[src/design/swc_pkg.sv]
`default_nettype none
package swc_pkg;
  // ==========================================================
  // Register map: printed offsets are word indexes
  localparam logic [7:0]  IDX_WAKE_CTRL    = 8'h0B;
  localparam logic [7:0]  IDX_IRQ_STATUS   = 8'h10;
  localparam logic [7:0]  IDX_IRQ_MASK     = 8'h11;
  localparam logic [31:0] ADDR_WAKE_CTRL   = 32'h0000_002C;
  localparam logic [31:0] ADDR_IRQ_STATUS  = 32'h0000_0040;
  localparam logic [31:0] ADDR_IRQ_MASK    = 32'h0000_0044;
  localparam int          ADDR_W           = 8;

  // ==========================================================
  // Wake source control fields
  localparam int BIT_STOP_FLAG   = 7;
  localparam int BIT_LEVEL       = 6;
  localparam int BIT_DELAY       = 5;
  localparam int BIT_SRC_HI      = 4;
  localparam int BIT_SRC_LO      = 2;
  localparam int BIT_SHORT_RST   = 1;
  localparam int BIT_DIV16       = 0;

  localparam logic       RST_LEVEL     = 1'b0;
  localparam logic       RST_DELAY     = 1'b1;
  localparam logic [2:0] RST_SRC       = 3'h0;
  localparam logic       RST_SHORT_RST = 1'b0;
  localparam logic       RST_DIV16     = 1'b0;

  // ==========================================================
  // Source codes
  localparam logic [2:0] SRC_NONE     = 3'h0;
  localparam logic [2:0] SRC_RESERVED = 3'h1;
  localparam logic [2:0] SRC_P3_PIN1  = 3'h2;
  localparam logic [2:0] SRC_P3_PIN2  = 3'h3;
  localparam logic [2:0] SRC_P3_PIN3  = 3'h4;
  localparam logic [2:0] SRC_P2_PIN7  = 3'h5;
  localparam logic [2:0] SRC_P2_NOR_LO = 3'h6;
  localparam logic [2:0] SRC_P2_NOR_HI = 3'h7;

  // ==========================================================
  // Interrupt status bits
  localparam int IRQ_W          = 2;
  localparam int IRQ_BIT_WAKE   = 0;
  localparam int IRQ_BIT_DONE   = 1;

  // ==========================================================
  // Timing
  localparam int CLK_PERIOD_NS       = 40;
  localparam int POR_PERIOD_NS       = 10_000_000;
  localparam int SHORT_PERIOD_NS     = 2_500_000;
  localparam int POR_CYCLES          = POR_PERIOD_NS / CLK_PERIOD_NS;
  localparam int SHORT_CYCLES        = (SHORT_PERIOD_NS + CLK_PERIOD_NS - 1) / CLK_PERIOD_NS;
  localparam int TMR_W               = 18;
  localparam int DIV_RATIO           = 16;

  localparam logic [1:0] RESP_OKAY   = 2'h0;
  localparam logic [1:0] RESP_DECERR = 2'h3;
endpackage
`default_nettype wire

[src/design/swc_wake_select.sv]
`default_nettype none
module swc_wake_select (
  input  wire logic [7:0] port2_in,
  input  wire logic [3:0] port3_in,
  input  wire logic [7:0] port2_ignore,
  input  wire logic [3:0] port3_ignore,
  input  wire logic [2:0] src,
  input  wire logic       level,
  output logic            wake
);
  logic       sel_valid;
  logic       sel_value;
  logic [7:0] p2_used;

  // Ignored pins drop out of the NOR; a NOR with no pins left selects nothing
  assign p2_used = port2_in & ~port2_ignore;

  always_comb begin
    sel_valid = 1'b0;
    sel_value = 1'b0;
    case (src)
      swc_pkg::SRC_P3_PIN1: begin
        sel_valid = ~port3_ignore[1];
        sel_value = port3_in[1];
      end
      swc_pkg::SRC_P3_PIN2: begin
        sel_valid = ~port3_ignore[2];
        sel_value = port3_in[2];
      end
      swc_pkg::SRC_P3_PIN3: begin
        sel_valid = ~port3_ignore[3];
        sel_value = port3_in[3];
      end
      swc_pkg::SRC_P2_PIN7: begin
        sel_valid = ~port2_ignore[7];
        sel_value = port2_in[7];
      end
      swc_pkg::SRC_P2_NOR_LO: begin
        sel_valid = ~&port2_ignore[3:0];
        sel_value = ~|p2_used[3:0];
      end
      swc_pkg::SRC_P2_NOR_HI: begin
        sel_valid = ~&port2_ignore[7:4];
        sel_value = ~|p2_used[7:4];
      end
      default: begin
        sel_valid = 1'b0;
        sel_value = 1'b0;
      end
    endcase
  end

  assign wake = sel_valid & ~(sel_value ^ level);
endmodule
`default_nettype wire

[src/design/swc_recovery_timer.sv]
`default_nettype none
module swc_recovery_timer #(
  parameter int POR_CYCLES   = swc_pkg::POR_CYCLES,
  parameter int SHORT_CYCLES = swc_pkg::SHORT_CYCLES
) (
  input  wire logic clk,
  input  wire logic srst,
  input  wire logic start,
  input  wire logic delay_en,
  input  wire logic short_en,
  input  wire logic xtal_ok,
  output logic      busy,
  output logic      done
);
  typedef enum logic [1:0] {ST_IDLE, ST_WAIT_XTAL, ST_COUNT} swc_tmr_state_t;

  swc_tmr_state_t                     state_ff;
  logic [swc_pkg::TMR_W-1:0]          cnt_ff;
  logic [swc_pkg::TMR_W-1:0]          limit_ff;
  logic [swc_pkg::TMR_W-1:0]          pu_cnt_ff;
  logic                               pu_done_ff;
  logic                               done_ff;

  // Time since power-up, saturating once the short period has passed
  always_ff @(posedge clk) begin
    if (srst) begin
      pu_cnt_ff  <= '0;
      pu_done_ff <= 1'b0;
    end else if (!pu_done_ff) begin
      pu_cnt_ff  <= pu_cnt_ff + 1'b1;
      pu_done_ff <= (pu_cnt_ff == swc_pkg::TMR_W'(SHORT_CYCLES - 1));
    end
  end

  always_ff @(posedge clk) begin
    if (srst) begin
      state_ff <= ST_IDLE;
      cnt_ff   <= '0;
      limit_ff <= '0;
      done_ff  <= 1'b0;
    end else begin
      done_ff <= 1'b0;
      case (state_ff)
        ST_IDLE: begin
          cnt_ff <= '0;
          if (start) begin
            if (!delay_en) begin
              done_ff <= 1'b1;
            end else if (short_en) begin
              state_ff <= ST_WAIT_XTAL;
            end else begin
              limit_ff <= swc_pkg::TMR_W'(POR_CYCLES - 1);
              state_ff <= ST_COUNT;
            end
          end
        end
        ST_WAIT_XTAL: begin
          // Oscillation alone is not enough right after power-up
          if (xtal_ok && pu_done_ff) begin
            limit_ff <= swc_pkg::TMR_W'(SHORT_CYCLES - 1);
            state_ff <= ST_COUNT;
          end
        end
        ST_COUNT: begin
          cnt_ff <= cnt_ff + 1'b1;
          if (cnt_ff == limit_ff) begin
            state_ff <= ST_IDLE;
            done_ff  <= 1'b1;
          end
        end
        default: state_ff <= ST_IDLE;
      endcase
    end
  end

  assign busy = (state_ff != ST_IDLE);
  assign done = done_ff;
endmodule
`default_nettype wire

[src/design/swc_top.sv]
// Design decision made here: the AXI4-Lite interface to the registers.
`default_nettype none
module swc_top #(
  parameter int POR_CYCLES   = swc_pkg::POR_CYCLES,
  parameter int SHORT_CYCLES = swc_pkg::SHORT_CYCLES
) (
  input  wire logic        CORE_CLK,
  input  wire logic        SRST,
  // AXI4-Lite slave
  input  wire logic [31:0] S_AXI_AWADDR,
  input  wire logic        S_AXI_AWVALID,
  output logic             S_AXI_AWREADY,
  input  wire logic [31:0] S_AXI_WDATA,
  input  wire logic [3:0]  S_AXI_WSTRB,
  input  wire logic        S_AXI_WVALID,
  output logic             S_AXI_WREADY,
  output logic [1:0]       S_AXI_BRESP,
  output logic             S_AXI_BVALID,
  input  wire logic        S_AXI_BREADY,
  input  wire logic [31:0] S_AXI_ARADDR,
  input  wire logic        S_AXI_ARVALID,
  output logic             S_AXI_ARREADY,
  output logic [31:0]      S_AXI_RDATA,
  output logic [1:0]       S_AXI_RRESP,
  output logic             S_AXI_RVALID,
  input  wire logic        S_AXI_RREADY,
  // Pins and neighbouring wake logic
  input  wire logic [7:0]  PORT2_IN,
  input  wire logic [3:0]  PORT3_IN,
  input  wire logic        CRYSTAL_OSC_OK,
  input  wire logic [7:0]  PORT2_IS_OUTPUT,
  input  wire logic [3:0]  PORT3_IS_OUTPUT,
  input  wire logic [7:0]  PORT2_CHANGE_WAKE_SELECT,
  input  wire logic [3:0]  PORT3_CHANGE_WAKE_SELECT,
  input  wire logic        OTHER_WAKE,
  input  wire logic        STOP_ACTIVE,
  output logic             WAKE_EVENT,
  output logic             RECOVERY_RESET,
  output logic             CLK_TICK,
  output logic             IRQ
);
  // ==========================================================
  // Pin synchronisers
  logic [7:0] p2_meta_ff;
  logic [7:0] p2_sync_ff;
  logic [3:0] p3_meta_ff;
  logic [3:0] p3_sync_ff;
  logic       xtal_meta_ff;
  logic       xtal_sync_ff;

  always_ff @(posedge CORE_CLK) begin
    if (SRST) begin
      p2_meta_ff   <= 8'h00;
      p2_sync_ff   <= 8'h00;
      p3_meta_ff   <= 4'h0;
      p3_sync_ff   <= 4'h0;
      xtal_meta_ff <= 1'b0;
      xtal_sync_ff <= 1'b0;
    end else begin
      p2_meta_ff   <= PORT2_IN;
      p2_sync_ff   <= p2_meta_ff;
      p3_meta_ff   <= PORT3_IN;
      p3_sync_ff   <= p3_meta_ff;
      xtal_meta_ff <= CRYSTAL_OSC_OK;
      xtal_sync_ff <= xtal_meta_ff;
    end
  end

  // ==========================================================
  // Wake source control register
  logic       level_ff;
  logic       delay_ff;
  logic [2:0] src_ff;
  logic       short_ff;
  logic       div16_ff;
  logic       stop_flag_ff;
  logic [swc_pkg::IRQ_W-1:0] status_ff;
  logic [swc_pkg::IRQ_W-1:0] mask_ff;

  logic       wr_fire;
  logic [7:0] wr_idx;
  logic [7:0] wr_byte;
  logic       sel_wake;
  logic       wake_any;
  logic       rec_start;
  logic       tmr_busy;
  logic       tmr_done;

  // A recovery restores most fields; the source field is kept
  always_ff @(posedge CORE_CLK) begin
    if (SRST) begin
      level_ff <= swc_pkg::RST_LEVEL;
      delay_ff <= swc_pkg::RST_DELAY;
      src_ff   <= swc_pkg::RST_SRC;
      short_ff <= swc_pkg::RST_SHORT_RST;
      div16_ff <= swc_pkg::RST_DIV16;
    end else if (rec_start) begin
      level_ff <= swc_pkg::RST_LEVEL;
      delay_ff <= swc_pkg::RST_DELAY;
      short_ff <= swc_pkg::RST_SHORT_RST;
      div16_ff <= swc_pkg::RST_DIV16;
    end else if (wr_fire && wr_idx == swc_pkg::IDX_WAKE_CTRL) begin
      level_ff <= wr_byte[swc_pkg::BIT_LEVEL];
      delay_ff <= wr_byte[swc_pkg::BIT_DELAY];
      src_ff   <= wr_byte[swc_pkg::BIT_SRC_HI:swc_pkg::BIT_SRC_LO];
      short_ff <= wr_byte[swc_pkg::BIT_SHORT_RST];
      div16_ff <= wr_byte[swc_pkg::BIT_DIV16];
    end
  end

  // Start-up flag has no write path at all
  always_ff @(posedge CORE_CLK) begin
    if (SRST) begin
      stop_flag_ff <= 1'b0;
    end else if (rec_start) begin
      stop_flag_ff <= 1'b1;
    end
  end

  // ==========================================================
  // Wake detection and recovery sequencing
  swc_wake_select u_sel (
    .port2_in     (p2_sync_ff),
    .port3_in     (p3_sync_ff),
    .port2_ignore (PORT2_IS_OUTPUT | PORT2_CHANGE_WAKE_SELECT),
    .port3_ignore (PORT3_IS_OUTPUT | PORT3_CHANGE_WAKE_SELECT),
    .src          (src_ff),
    .level        (level_ff),
    .wake         (sel_wake)
  );

  assign wake_any  = sel_wake | OTHER_WAKE;
  // A short wake while the delay is off relies on the source staying active
  assign rec_start = STOP_ACTIVE & wake_any & ~tmr_busy & ~RECOVERY_RESET;

  swc_recovery_timer #(
    .POR_CYCLES   (POR_CYCLES),
    .SHORT_CYCLES (SHORT_CYCLES)
  ) u_tmr (
    .clk      (CORE_CLK),
    .srst     (SRST),
    .start    (rec_start),
    .delay_en (delay_ff),
    .short_en (short_ff),
    .xtal_ok  (xtal_sync_ff),
    .busy     (tmr_busy),
    .done     (tmr_done)
  );

  always_ff @(posedge CORE_CLK) begin
    if (SRST) begin
      WAKE_EVENT     <= 1'b0;
      RECOVERY_RESET <= 1'b0;
    end else begin
      WAKE_EVENT     <= wake_any;
      RECOVERY_RESET <= rec_start | (tmr_busy & ~tmr_done);
    end
  end

  // ==========================================================
  // Clock prescaler tick
  logic [3:0] div_cnt_ff;

  always_ff @(posedge CORE_CLK) begin
    if (SRST) begin
      div_cnt_ff <= 4'h0;
      CLK_TICK   <= 1'b0;
    end else begin
      div_cnt_ff <= div16_ff ? div_cnt_ff + 4'h1 : 4'h0;
      CLK_TICK   <= div16_ff ? (div_cnt_ff == 4'(swc_pkg::DIV_RATIO - 1)) : 1'b1;
    end
  end

  // ==========================================================
  // Interrupts: set wins over write-one-to-clear
  logic [swc_pkg::IRQ_W-1:0] irq_set;
  logic [swc_pkg::IRQ_W-1:0] irq_clr;

  always_comb begin
    irq_set = '0;
    irq_set[swc_pkg::IRQ_BIT_WAKE] = rec_start;
    irq_set[swc_pkg::IRQ_BIT_DONE] = tmr_done;
    irq_clr = (wr_fire && wr_idx == swc_pkg::IDX_IRQ_STATUS) ?
              wr_byte[swc_pkg::IRQ_W-1:0] : '0;
  end

  always_ff @(posedge CORE_CLK) begin
    if (SRST) begin
      status_ff <= '0;
      mask_ff   <= '0;
      IRQ       <= 1'b0;
    end else begin
      status_ff <= (status_ff & ~irq_clr) | irq_set;
      if (wr_fire && wr_idx == swc_pkg::IDX_IRQ_MASK) begin
        mask_ff <= wr_byte[swc_pkg::IRQ_W-1:0];
      end
      IRQ <= |(status_ff & mask_ff);
    end
  end

  // ==========================================================
  // AXI4-Lite write channel
  logic       aw_got_ff;
  logic       w_got_ff;
  logic [7:0] aw_idx_ff;
  logic       aw_ok_ff;
  logic [7:0] w_byte_ff;
  logic       w_lane0_ff;

  function automatic logic addr_ok(input logic [31:0] a);
    addr_ok = (a == swc_pkg::ADDR_WAKE_CTRL) || (a == swc_pkg::ADDR_IRQ_STATUS) ||
              (a == swc_pkg::ADDR_IRQ_MASK);
  endfunction

  assign wr_fire = aw_got_ff & w_got_ff & ~S_AXI_BVALID & aw_ok_ff & w_lane0_ff;
  assign wr_idx  = aw_idx_ff;
  assign wr_byte = w_byte_ff;

  always_ff @(posedge CORE_CLK) begin
    if (SRST) begin
      aw_got_ff     <= 1'b0;
      w_got_ff      <= 1'b0;
      aw_idx_ff     <= 8'h00;
      aw_ok_ff      <= 1'b0;
      w_byte_ff     <= 8'h00;
      w_lane0_ff    <= 1'b0;
      S_AXI_AWREADY <= 1'b1;
      S_AXI_WREADY  <= 1'b1;
      S_AXI_BVALID  <= 1'b0;
      S_AXI_BRESP   <= swc_pkg::RESP_OKAY;
    end else begin
      if (S_AXI_AWVALID && S_AXI_AWREADY) begin
        aw_got_ff     <= 1'b1;
        aw_idx_ff     <= S_AXI_AWADDR[swc_pkg::ADDR_W+1:2];
        aw_ok_ff      <= addr_ok(S_AXI_AWADDR);
        S_AXI_AWREADY <= 1'b0;
      end
      if (S_AXI_WVALID && S_AXI_WREADY) begin
        w_got_ff     <= 1'b1;
        w_byte_ff    <= S_AXI_WDATA[7:0];
        w_lane0_ff   <= S_AXI_WSTRB[0];
        S_AXI_WREADY <= 1'b0;
      end
      if (aw_got_ff && w_got_ff && !S_AXI_BVALID) begin
        aw_got_ff    <= 1'b0;
        w_got_ff     <= 1'b0;
        S_AXI_BVALID <= 1'b1;
        S_AXI_BRESP  <= aw_ok_ff ? swc_pkg::RESP_OKAY : swc_pkg::RESP_DECERR;
      end
      if (S_AXI_BVALID && S_AXI_BREADY) begin
        S_AXI_BVALID  <= 1'b0;
        S_AXI_AWREADY <= 1'b1;
        S_AXI_WREADY  <= 1'b1;
      end
    end
  end

  // ==========================================================
  // AXI4-Lite read channel
  logic [31:0] rd_word;

  always_comb begin
    rd_word = 32'h0000_0000;
    case (S_AXI_ARADDR)
      swc_pkg::ADDR_WAKE_CTRL: begin
        rd_word[swc_pkg::BIT_STOP_FLAG] = stop_flag_ff;
        rd_word[swc_pkg::BIT_LEVEL]     = level_ff;
        rd_word[swc_pkg::BIT_DELAY]     = delay_ff;
        rd_word[swc_pkg::BIT_SRC_HI:swc_pkg::BIT_SRC_LO] = src_ff;
        rd_word[swc_pkg::BIT_SHORT_RST] = short_ff;
        rd_word[swc_pkg::BIT_DIV16]     = div16_ff;
      end
      swc_pkg::ADDR_IRQ_STATUS: rd_word[swc_pkg::IRQ_W-1:0] = status_ff;
      swc_pkg::ADDR_IRQ_MASK:   rd_word[swc_pkg::IRQ_W-1:0] = mask_ff;
      default:                  rd_word = 32'h0000_0000;
    endcase
  end

  always_ff @(posedge CORE_CLK) begin
    if (SRST) begin
      S_AXI_ARREADY <= 1'b1;
      S_AXI_RVALID  <= 1'b0;
      S_AXI_RDATA   <= 32'h0000_0000;
      S_AXI_RRESP   <= swc_pkg::RESP_OKAY;
    end else if (S_AXI_ARVALID && S_AXI_ARREADY) begin
      S_AXI_ARREADY <= 1'b0;
      S_AXI_RVALID  <= 1'b1;
      S_AXI_RDATA   <= rd_word;
      S_AXI_RRESP   <= addr_ok(S_AXI_ARADDR) ? swc_pkg::RESP_OKAY : swc_pkg::RESP_DECERR;
    end else if (S_AXI_RVALID && S_AXI_RREADY) begin
      S_AXI_RVALID  <= 1'b0;
      S_AXI_ARREADY <= 1'b1;
    end
  end
endmodule
`default_nettype wire

[config.mk]
export PLATFORM = sky130hd
export DESIGN_NAME = swc_top
export DESIGN_NICKNAME = d
export VERILOG_FILES = /design/src/design/swc_pkg.sv /design/src/design/swc_wake_select.sv /design/src/design/swc_recovery_timer.sv /design/src/design/swc_top.sv
export SDC_FILE = /design/constraint.sdc
export NUM_CORES = 1
export LEC_CHECK = 0
export BUFFER_PORTS_ARGS = -buffer_cell sky130_fd_sc_hd__buf_2
export CAP_MARGIN = 20
export CORE_MARGIN = 3
export CORE_UTILIZATION = 38
export DETAILED_ROUTE_END_ITERATION = 8
export GPL_TIMING_DRIVEN = 0
export SYNTH_ARGS = -nofsm -noshare
export SYNTH_HDL_FRONTEND = slang
export SYNTH_SLANG_ARGS = --single-unit
[constraint.sdc]
create_clock -name CORE_CLK -period 4 [get_ports CORE_CLK]
set_clock_uncertainty 0.2 [all_clocks]
set_input_delay 1.2 -clock CORE_CLK [delete_from_list [all_inputs] [get_ports CORE_CLK]]
set_output_delay 1.2 -clock CORE_CLK [all_outputs]
set_load 0.005 [all_outputs]
==> summary.txt, run 1 <==
Routing
  – WL/cell: 13.5 microns
  – # DRC: 0
  – Top Layer Used: met4
  – Final wirelength: 13000 microns
  – WL met2: 6340 microns
  – Initial DRC count: 231
  – DR pass1 iterations: 4
  – Final ANT Viol Nets: 0
  – Vias: 4693
  – Vias per cell: 4.87
  – Met1 WL: 5690 microns
  – Met3 Wirelength: 679 microns

Global routing
  – GRT overflow: 0
  – Largest net degree at the start of global routing: 17
  – Vias in the first global route: 4729
  – Wire length of the first global-routing pass: 21900 microns
  – Total track usage: 0.186
  – Antenna violations before repair: 0

Clocking
  – Clock buffer depth: 2
  – CTS tree: built
  – Clock Sinks: 121
  – Post-cts resize count: 0
  – CTS Root Cell: clkbuf_16
  – Clock Latency Late Sink: 0.41 ns
  – CTS Hold Bufs: 0
  – Clock slew seen by the registers of the worst setup and hold paths: 0.05 ns
  – Total CTS buffers: 17
  – H-tree depth: 4
  – Setup repair bufs after CTS: 0

Floorplanning
  – Boundary Pins: 191
  – Initial Util: 0.390
  – Die Area: 15100 sq um
  – Height of the die: 123 microns
  – Std cell rows: 42
  – Die width: 123 microns
  – Core area: 13300 sq um

Placement
  – Placement Setup Slack: 0.644 ns
  – Dpl cells: 932
  – Buffers on Ports: 135
  – DP HPWL: 9990 microns
  – Global placer's final weighted congestion: 0.818

Worst setup path
  – R2R Path End: delay_ff
  – Levels on crit path: 8
  – R2r setup slk: 1.68 ns
  – CP Launch Type: primary input
  – Setup crit start: PORT2_CHANGE_WAKE_SELECT[3]
  – CP endpoint: delay_ff
  – Crit path max fanout: 6
  – Worst path bufs/invs: 1
  – Crit Path Class: in2reg
  – Crit-path slowest cell: a2111oi_2
  – CP peak stage delay: 0.38 ns
  – Crit. End Element: register
  – CP top delay family: compound AO/OA/AOI/OAI gates
  – Crit-path cells: buf_2 -> nor2_1 -> a221o_1 -> a2111oi_2 -> or4_4 -> a21oi_2 -> o21a_1 -> or3_1
  – Worst endpoint data arrival time: 2.99 ns
  – Reg2reg path depth: 6
  – R2R Path Start: src_ff[2]
  – CP required: 4.09 ns

Layout
  – Post-Layout Cell Count: 964
  – Layout cells sized above 1: 0.255
  – Final #Nets: 924
  – Layout area overhead: 30.0%

STA
  – RSZ-0062 raised after global routing: false
  – Max Freq: 0.345 GHz
  – Count of pins over their slew limit: 0
  – Final setup fails: 0
  – Final worst-path cycle share: 0.725
  – Worst setup margin: 1.10 ns
  – Worst-Margin Slew: 0.575 ns
  – Min Clock Period, post-route: 2.90 ns
  – Hold Fails Final Rpt: 0
  – Max-slew headroom: 0.616
  – Min Hold Slack: 0.231 ns
  – Total Neg Setup Slack: 0 ns

Synthesis
  – Distinct cell type count after synthesis: 59
  – Yosys warning count: 0
  – Number of synthesized flops with an enable pin: 0
  – Mapped Cells: 598
  – Synthesized flop and latch total: 121
  – Post-synthesis sequential area ratio: 0.468
  – Avg Cell Area, Syn: 8.66 sq um
  – Netlist Area Pre-Place: 5180 sq um
  – Main synth FF type: dfxtp_1
  – FFs w/ async S/R, synth: 0

Run
  – Max-cap viol count: 0

Worst hold path
  – Hold crit path type: reg2reg
  – Worst hold path depth: 1

Pwr
  – Max VDD drop: 0.000255 V
  – Switching power: 0.640 mW
  – Switching Share: 0.220
  – Clock power frac: 0.493
  – Comb power frac: 0.072
  – Seq pwr share: 0.435
  – Power density over the cells: 433 nW/um^2
  – Pint: 2.27 mW
  – Leak pwr: 2.85 nW

Status
  – Status: completed
-- final cells by class --
class                      instances  area, sq um
inverter                           9         33.8
tap                              176          220
buffer                            49          290
antenna                            1         2.50
fill                            1297         6560
timing repair buffer             135          676
clock inverter                     8         68.8
sequential                       121         2420
clock buffer                      23          498
multi-input combinational        442         2520
-- worst min-delay path by stage --
stage                    endpoint           from
global placement    p2_sync_ff[1]  p2_meta_ff[1]
floorplan           p2_sync_ff[0]  p2_meta_ff[0]
global route        p2_sync_ff[1]  p2_meta_ff[1]
detailed placement  p2_sync_ff[1]  p2_meta_ff[1]
finish              p2_sync_ff[1]  p2_meta_ff[1]
CTS                 p2_sync_ff[0]  p2_meta_ff[0]
-- metrics by stage --
| step | instance area [sq um] | total power [mW] | util |
|---|---|---|---|
| final | 6730 | 2.92 | 0.506 |
| after detailed placement | 6160 | 1.50 | 0.463 |
| after global routing | 6730 | 3.04 | 0.506 |
| after global placement | 6160 | 1.50 | 0.463 |
| after floorplan | 5270 | 1.40 | - |
| after CTS | 6730 | 2.95 | 0.506 |
-- worst register-to-register path: stages (launching register included) --
cell	delay, ns
dfxtp_1	0.50
nand2_1	0.14
a2111oi_2	0.44
or4_4	0.21
a21oi_2	0.07
o21a_1	0.27
or3_1	0.36
-- logic make-up (layout without fill, tap and decap cells) --
kind of cell	after synthesis	count (layout)	synth area share
fa+ha+maj	3	3	0.00725
simple gates	282	282	0.273
buf+inv	58	224	0.0626
mux	14	14	0.0273
compound gates	86	86	0.106
other cells	1	25	0.000724
xor+xnor	33	33	0.0558
flops	121	121	0.468
-- cells in the mapped netlist, types with 13 or more instances --
cell type / count / area [sq um]
a21oi_1: 36 / 180
buf_4: 26 / 195
clkbuf_1: 17 / 63.8
dfxtp_1: 121 / 2420
mux2i_1: 13 / 130
nand2_1: 53 / 199
nand2b_1: 16 / 100
nand3_1: 27 / 135
nor2_1: 84 / 315
nor2b_1: 27 / 169
nor4_1: 18 / 113
xnor2_1: 15 / 131
xor2_1: 18 / 158
-- state kept, by name (all words and copies together) (netlist names), 4 cells and up --
signal	cells
u_tmr.cnt_ff	18
S_AXI_RDATA	8
u_tmr.pu_cnt_ff	18
div_cnt_ff	4
p2_sync_ff	8
p2_meta_ff	8
w_byte_ff	7
aw_idx_ff	8
-- placed cells by master, fill, tap and decap left out, types with 12 or more instances in the layout --
master and instances:
conb_1 24, nor2_1 84, mux2i_1 13, xor2_1 18
buf_2 136, a21oi_1 36, nand2_1 53, nand2b_1 16
nor4_1 18, nor3_1 12, clkbuf_1 18, clkbuf_16 17
dfxtp_1 121, nand3_1 27, buf_4 26, nor2b_1 27
xnor2_1 15
-- power by group through the flow --
stage	combinational (mW)	sequential, mW	clock, mW
after detailed placement	0.210	1.29	0
after floorplan	0.114	1.29	0
after global placement	0.206	1.29	0
after global routing	0.241	1.27	1.53
after CTS	0.212	1.27	1.47
final	0.211	1.27	1.44
-- routing by layer --
| metal | track usage | vias to the layer above |
|---|---|---|
| li1 | - | 2373 |
| met1 | 0.223 | 2171 |
| met2 | 0.309 | 122 |
| met3 | 0.0562 | 27 |
| met4 | 0.0756 | 0 |
| met5 | 0 | - |
Note: power is estimated with default switching activity, not from simulation.
==> run 2: changes to the inputs <==
--- a/config.mk
+++ b/config.mk
@@ -5,6 +5,7 @@
 export SDC_FILE = /design/constraint.sdc
 export NUM_CORES = 1
 export LEC_CHECK = 0
+export ABC_AREA = 1
 export BUFFER_PORTS_ARGS = -buffer_cell sky130_fd_sc_hd__buf_2
 export CAP_MARGIN = 20
 export CORE_MARGIN = 3
==> constraint.sdc (replaced) <==
create_clock -name CORE_CLK -period 3.05 [get_ports CORE_CLK]
set_clock_uncertainty 0.2 [all_clocks]
set_input_delay 0.915 -clock CORE_CLK [delete_from_list [all_inputs] [get_ports CORE_CLK]]
set_output_delay 0.915 -clock CORE_CLK [all_outputs]
set_load 0.005 [all_outputs]
==> summary.txt, run 2 <==
Status
  – Status: completed

Floorplanning
  – Initial Util: 0.391 (+0.00118)
  – Die Area: 15900 sq um (+5.3%)
  – Core area: 14000 sq um (+5.2%)
  – Die width: 126 microns (+2.6%)
  – Std cell rows: 43 (+2.4%)
  – Boundary Pins: 191 (unchanged)
  – Height of the die: 126 microns (+2.6%)

Synthesis
  – Number of synthesized flops with an enable pin: 0 (unchanged)
  – Post-synthesis sequential area ratio: 0.443 (-0.0245)
  – Netlist Area Pre-Place: 5470 sq um (+5.5%)
  – Top post-synthesis cells by count: 121 x dfxtp_1, 120 x nand2_1, 110 x inv_1
  – Simple-gate portion of the synthesized area: 0.278 (+0.00538)
  – Yosys top cell area share: 0.443 (-0.0245)
  – Avg Cell Area, Syn: 7.21 sq um (-17%)
  – Xor-xnor portion of the synthesized cell area: 0.00641 (-0.0494)
  – Most numerous cell in the Yosys netlist: dfxtp_1
  – Distinct cell type count after synthesis: 45 (-24%)
  – Adder-Cell Fraction of Synth Area: 0.00687 (-0.000380)
  – FFs w/ async S/R, synth: 0 (unchanged)
  – Synthesized flop and latch total: 121 (unchanged)
  – Compound-Gate Fraction of Synth Area: 0.135 (+0.0295)
  – Post-synthesis mux area share: 0 (-0.0273)
  – Top post-synthesis cells by area: dfxtp_1 44%, nand2_1 8.2%, inv_1 7.6%
  – Largest family of logic cells by synthesized area: simple AND/OR/NAND/NOR gates
  – Main synth FF type: dfxtp_1
  – Yosys warning count: 0 (unchanged)
  – Mapped Cells: 758 (+27%)
  – Area leader, netlist: dfxtp_1

Placement
  – Placement Setup Slack: 0.404 ns (-0.239 ns)
  – DP HPWL: 10400 microns (+3.9%)
  – Buffers on Ports: 135 (unchanged)
  – Dpl cells: 1096 (+18%)
  – Global placer's final weighted congestion: 0.787 (-3.8%)

STA
  – Worst setup margin: 0.828 ns (-0.271 ns)
  – RSZ-0062 raised after global routing: false
  – Max Freq: 0.450 GHz
  – Count of pins over their slew limit: 0 (unchanged)
  – Worst-Margin Slew: 0.705 ns (+0.130 ns)
  – Max-slew headroom: 0.530 (-0.0864)
  – Final worst-path cycle share: 0.729
  – Total Neg Setup Slack: 0 ns (unchanged)
  – Hold Fails Final Rpt: 0 (unchanged)
  – Min Clock Period, post-route: 2.22 ns
  – Final setup fails: 0 (unchanged)

Worst setup path
  – CP Launch Type: primary input
  – Crit. End Element: register
  – Crit Path Class: in2reg
  – Crit path max fanout: 8 (+2)
  – CP required: 3.19 ns (-0.90 ns)
  – Worst endpoint data arrival time: 2.36 ns (-0.63 ns)

Layout
  – Layout area overhead: 28.3%
  – Largest registers: u_tmr.cnt_ff (18), u_tmr.pu_cnt_ff (18)
  – Antenna diodes: 0 (-1)
  – Fill cells: 1457 (+12%)
  – Layout cells sized above 1: 0.228 (-0.0279)
  – Commonest cells after routing, fill and taps aside: 136 x buf_2, 121 x dfxtp_1, 120 x nand2_1
  – Post-Layout Cell Count: 1125 (+17%)
  – Leading cell type in the layout, fill and taps excluded: buf_2
  – Final #Nets: 1084 (+17%)

Routing
  – Met3 Wirelength: 819 microns (+21%)
  – WL/cell: 11.8 microns (-13%)
  – Final wirelength: 13300 microns (+1.8%)
  – DR pass1 iterations: 4 (unchanged)
  – Top Layer Used: met4
  – # DRC: 0 (unchanged)
  – Met1 WL: 6160 microns (+8.2%)
  – Final ANT Viol Nets: 0 (unchanged)
  – Initial DRC count: 222 (-3.9%)
  – Vias: 5203 (+11%)
  – WL met2: 6140 microns (-3.1%)
  – Vias per cell: 4.62 (-5.0%)

Global routing
  – Largest net degree at the start of global routing: 17 (unchanged)
  – Vias in the first global route: 4762 (+0.70%)
  – Wire length of the first global-routing pass: 21900 microns (-0.25%)
  – Total track usage: 0.169 (-0.0165)
  – GRT overflow: 0 (unchanged)
  – Antenna violations before repair: 0 (unchanged)

Clocking
  – Clock Latency Late Sink: 0.42 ns (about the same)
  – CTS tree: built
  – Post-cts resize count: 0 (unchanged)
  – CTS Root Cell: clkbuf_16
  – Clock slew seen by the registers of the worst setup and hold paths: 0.05 ns (about the same)
  – Total CTS buffers: 17 (unchanged)
  – Clock Sinks: 121 (unchanged)
  – Setup repair bufs after CTS: 0 (unchanged)
  – H-tree depth: 4 (unchanged)
  – CTS Hold Bufs: 0 (unchanged)
  – Clock buffer depth: 2 (unchanged)

Pwr
  – Power density over the cells: 569 nW/um^2 (+31%)
  – Max VDD drop: 0.000423 V (+66%)
  – Leak pwr: 3.16 nW (+11%)

Run
  – Max-cap viol count: 0 (unchanged)

Worst hold path
  – Hold crit path type: reg2reg
==> run 2: per-layer routing <==
metal  vias up  GRT usage
li1       2769          -
met1      2300      0.211
met5         -          0
met3        13     0.0526
met2       121      0.275
met4         0     0.0625
==> run 2: cell families (layout without fill, tap and decap cells) <==
family / Yosys count / in the layout
AO/OA/AOI/OAI: 136 / 136
XOR/XNOR: 4 / 4
adder cells (fa/ha/maj): 3 / 3
buffers and inverters: 158 / 322
flip-flops: 121 / 121
other: 1 / 24
AND/OR/NAND/NOR: 335 / 335
==> run 2: report_power, final <==
group / total [mW] / internal (mW) / switching, mW / leakage [nW]
logic: 0.396 / 0.173 / 0.223 / 1.90
clock network: 1.89 / 1.23 / 0.657 / 0.275
registers: 1.70 / 1.66 / 0.0436 / 0.990
==> run 2: worst paths after layout <==
kind,slack (ns),startpoint,endpoint,cells after the start
max reg2reg,0.95,u_tmr.pu_cnt_ff[1],u_tmr.pu_cnt_ff[14],10
min reg2reg,0.20,p2_meta_ff[7],p2_sync_ff[7],2
max,0.83,S_AXI_ARADDR[24],S_AXI_RDATA[0],10
min,0.20,p2_meta_ff[7],p2_sync_ff[7],2
==> run 2: worst max-delay path, cell delays in order <==
cell	delay, ns
buf_2	0.09
nor4_1	0.29
nand2_1	0.10
nor2_1	0.26
nand2_1	0.12
inv_1	0.21
nand2_1	0.08
o211ai_1	0.09
nand2_1	0.07
a21oi_1	0.13
==> run 2: cell type report <==
type                            count  area, sq um  share of cell area
Buffer                             44          279              0.0398
Clock buffer                       27          523              0.0746
Clock inverter                      2         35.0             0.00500
Inverter                          114          428              0.0610
Multi-Input combinational cell    502         2420               0.346
Sequential cell                   121         2420               0.345
Tap cell                          180          225              0.0321
Timing Repair Buffer              135          676              0.0964
==> run 2: stage by stage <==
step | power, mW | cell area [sq um] | hold slack, ns | util
finish | 3.99 | 7010 | 0.198 | 0.501
global route | 4.17 | 7010 | 0.212 | 0.501
CTS | 4.03 | 7010 | 0.202 | 0.501
detailed placement | 2.13 | 6450 | 0.193 | 0.461
global placement | 2.13 | 6450 | 0.189 | 0.461
floorplan | 1.97 | 5550 | 0.188 | -
==> run 3: changes to the inputs <==
--- a/config.mk
+++ b/config.mk
@@ -5,7 +5,7 @@
 export SDC_FILE = /design/constraint.sdc
 export NUM_CORES = 1
 export LEC_CHECK = 0
-export ABC_AREA = 1
+export ABC_AREA = 0
 export BUFFER_PORTS_ARGS = -buffer_cell sky130_fd_sc_hd__buf_2
 export CAP_MARGIN = 20
 export CORE_MARGIN = 3
==> constraint.sdc (replaced) <==
create_clock -name CORE_CLK -period 2.28 [get_ports CORE_CLK]
set_clock_uncertainty 0.2 [all_clocks]
set_input_delay 0.684 -clock CORE_CLK [delete_from_list [all_inputs] [get_ports CORE_CLK]]
set_output_delay 0.684 -clock CORE_CLK [all_outputs]
set_load 0.005 [all_outputs]
==> summary.txt, run 3 (synthesized netlist as in run 1, its figures left out) <==
Status
  – Status: completed

STA
  – Final setup fails: 0 (unchanged)
  – Final worst-path cycle share: 0.999
  – Min Clock Period, post-route: 2.28 ns
  – Worst-Margin Slew: 0.653 ns (-0.0515 ns)
  – Max-slew headroom: 0.564 (+0.0344)
  – Max Freq: 0.439 GHz
  – Total Neg Setup Slack: 0 ns (unchanged)
  – Hold Fails Final Rpt: 0 (unchanged)
  – Count of pins over their slew limit: 0 (unchanged)
  – RSZ-0062 raised after global routing: true

Worst setup path
  – CP top delay family: simple AND/OR/NAND/NOR gates
  – CP peak stage delay: 0.52 ns (+0.23 ns)
  – Crit-path cells: buf_6 -> mux2i_2 -> o22ai_2 -> or4_4 -> and2_4 -> o31a_1 -> mux2i_1
  – Crit-path slowest cell: or4_4
  – Worst path bufs/invs: 1 (-1)
  – Crit Path Class: reg2reg
  – Crit path max fanout: 7 (-1)
  – CP Launch Type: register
  – Worst endpoint data arrival time: 2.37 ns (about the same)
  – Crit. End Element: register
  – CP required: 2.37 ns (-0.82 ns)

Global routing
  – Vias in the first global route: 4612 (-3.1%)
  – GRT overflow: 0 (unchanged)
  – Total track usage: 0.180 (+0.0109)
  – Antenna violations before repair: 1 (+1)
  – Largest net degree at the start of global routing: 17 (unchanged)
  – Wire length of the first global-routing pass: 21200 microns (-2.9%)

Routing
  – Final wirelength: 13100 microns (-1.2%)
  – Final ANT Viol Nets: 0 (unchanged)
  – WL/cell: 13.5 microns (+15%)
  – # DRC: 0 (unchanged)
  – Vias per cell: 4.85 (+4.9%)
  – Initial DRC count: 247 (+11%)
  – DR pass1 iterations: 4 (unchanged)
  – Vias: 4706 (-9.6%)

Floorplanning
  – Die width: 123 microns (-2.5%)
  – Height of the die: 123 microns (-2.5%)
  – Core area: 13300 sq um (-5.0%)
  – Boundary Pins: 191 (unchanged)
  – Std cell rows: 42 (-2.3%)
  – Die Area: 15100 sq um (-5.0%)
  – Initial Util: 0.390 (-0.00118)

Worst hold path
  – Hold crit path type: reg2reg

Layout
  – Multi-input gate area: 2630 sq um (+8.6%)
  – Commonest cells after routing, fill and taps aside: 133 x buf_2, 119 x dfxtp_1, 80 x nor2_1
  – Leading cell type in the layout, fill and taps excluded: buf_2
  – Layout cells sized above 1: 0.281 (+0.0533)
  – Seq. cell area: 2420 sq um (+0.10%)
  – Antenna diodes: 0 (unchanged)
  – Final #Nets: 931 (-14%)
  – Layout area overhead: 34.5%
  – Largest registers: u_tmr.cnt_ff (18), u_tmr.pu_cnt_ff (18)
  – Fill cells: 1232 (-15%)
  – Post-Layout Cell Count: 970 (-14%)

Placement
  – DP HPWL: 10000 microns (-3.5%)
  – Buffers on Ports: 135 (unchanged)
  – Dpl cells: 932 (-15%)
  – Global placer's final weighted congestion: 0.817 (+3.8%)

Pwr
  – Max VDD drop: 0.000481 V (+14%)
  – Leak pwr: 2.91 nW (-7.8%)
  – Power density over the cells: 777 nW/um^2 (+37%)
  – Power Total: 5.41 mW (+36%)

Clocking
  – Clock Latency Late Sink: 0.41 ns (about the same)
  – Clock slew seen by the registers of the worst setup and hold paths: 0.05 ns (about the same)
  – CTS Hold Bufs: 0 (unchanged)
  – CTS tree: built
  – H-tree depth: 4 (unchanged)
  – Clock buffer depth: 2 (unchanged)
  – Total CTS buffers: 17 (unchanged)
  – CTS Root Cell: clkbuf_16
  – Clock Sinks: 121 (unchanged)

Run
  – Max-cap viol count: 0 (unchanged)
run 3: path summary, 6_finish.rpt:
check                              startpoint       endpoint  slack (ns)  cells after the start
worst max-delay path                src_ff[0]      src_ff[1]       0.003                      7
worst min-delay path            p2_meta_ff[6]  p2_sync_ff[6]        0.24                      1
worst max register to register      src_ff[0]      src_ff[1]       0.003                      7
worst min register to register  p2_meta_ff[6]  p2_sync_ff[6]        0.24                      1
run 3: cell type report:
class | count | share of cell area
Buffer | 49 | 0.0422
Clock buffer | 24 | 0.0691
Clock inverter | 7 | 0.0201
Inverter | 9 | 0.00485
Multi-Input combinational cell | 442 | 0.378
Sequential cell | 121 | 0.348
Tap cell | 176 | 0.0316
Timing Repair Buffer | 142 | 0.106
run 3: metal layers:
| metal | up-vias | GRT usage | wire length (microns) |
|---|---|---|---|
| li1 | 2388 | - | - |
| met3 | 20 | 0.0502 | 892 |
| met1 | 2154 | 0.218 | 5730 |
| met2 | 142 | 0.298 | 6270 |
| met5 | - | 0 | 13 |
| met4 | 2 | 0.0777 | 218 |
run 3: stage by stage:
stage	utilization	setup slack, ns	hold WS (ns)	instance area (sq um)
6_report	0.524	0.00293	0.236	6970
3_3_place_gp	0.465	-0.447	0.218	6180
5_1_grt	0.524	-0.0849	0.252	6970
2_1_floorplan	-	-0.190	0.214	5280
3_5_place_dp	0.465	-0.467	0.226	6180
4_1_cts	0.514	-0.00930	0.237	6840
run 3: what timing repair did:
| item | CTS | global route |
|---|---|---|
| buffers inserted | 3 | 4 |
| setup endpoints to repair | 13 | 19 |
| pin swaps | 0 | 7 |
| gates resized for setup | 2 | 21 |
| gates cloned | 0 | 0 |
run 3: report_power, final:
| part | total (mW) | internal (mW) | switching [mW] | leakage [nW] |
|---|---|---|---|---|
| combinational | 0.384 | 0.190 | 0.194 | 1.63 |
| clock | 2.80 | 1.91 | 0.897 | 0.297 |
| sequential | 2.23 | 2.18 | 0.0421 | 0.988 |
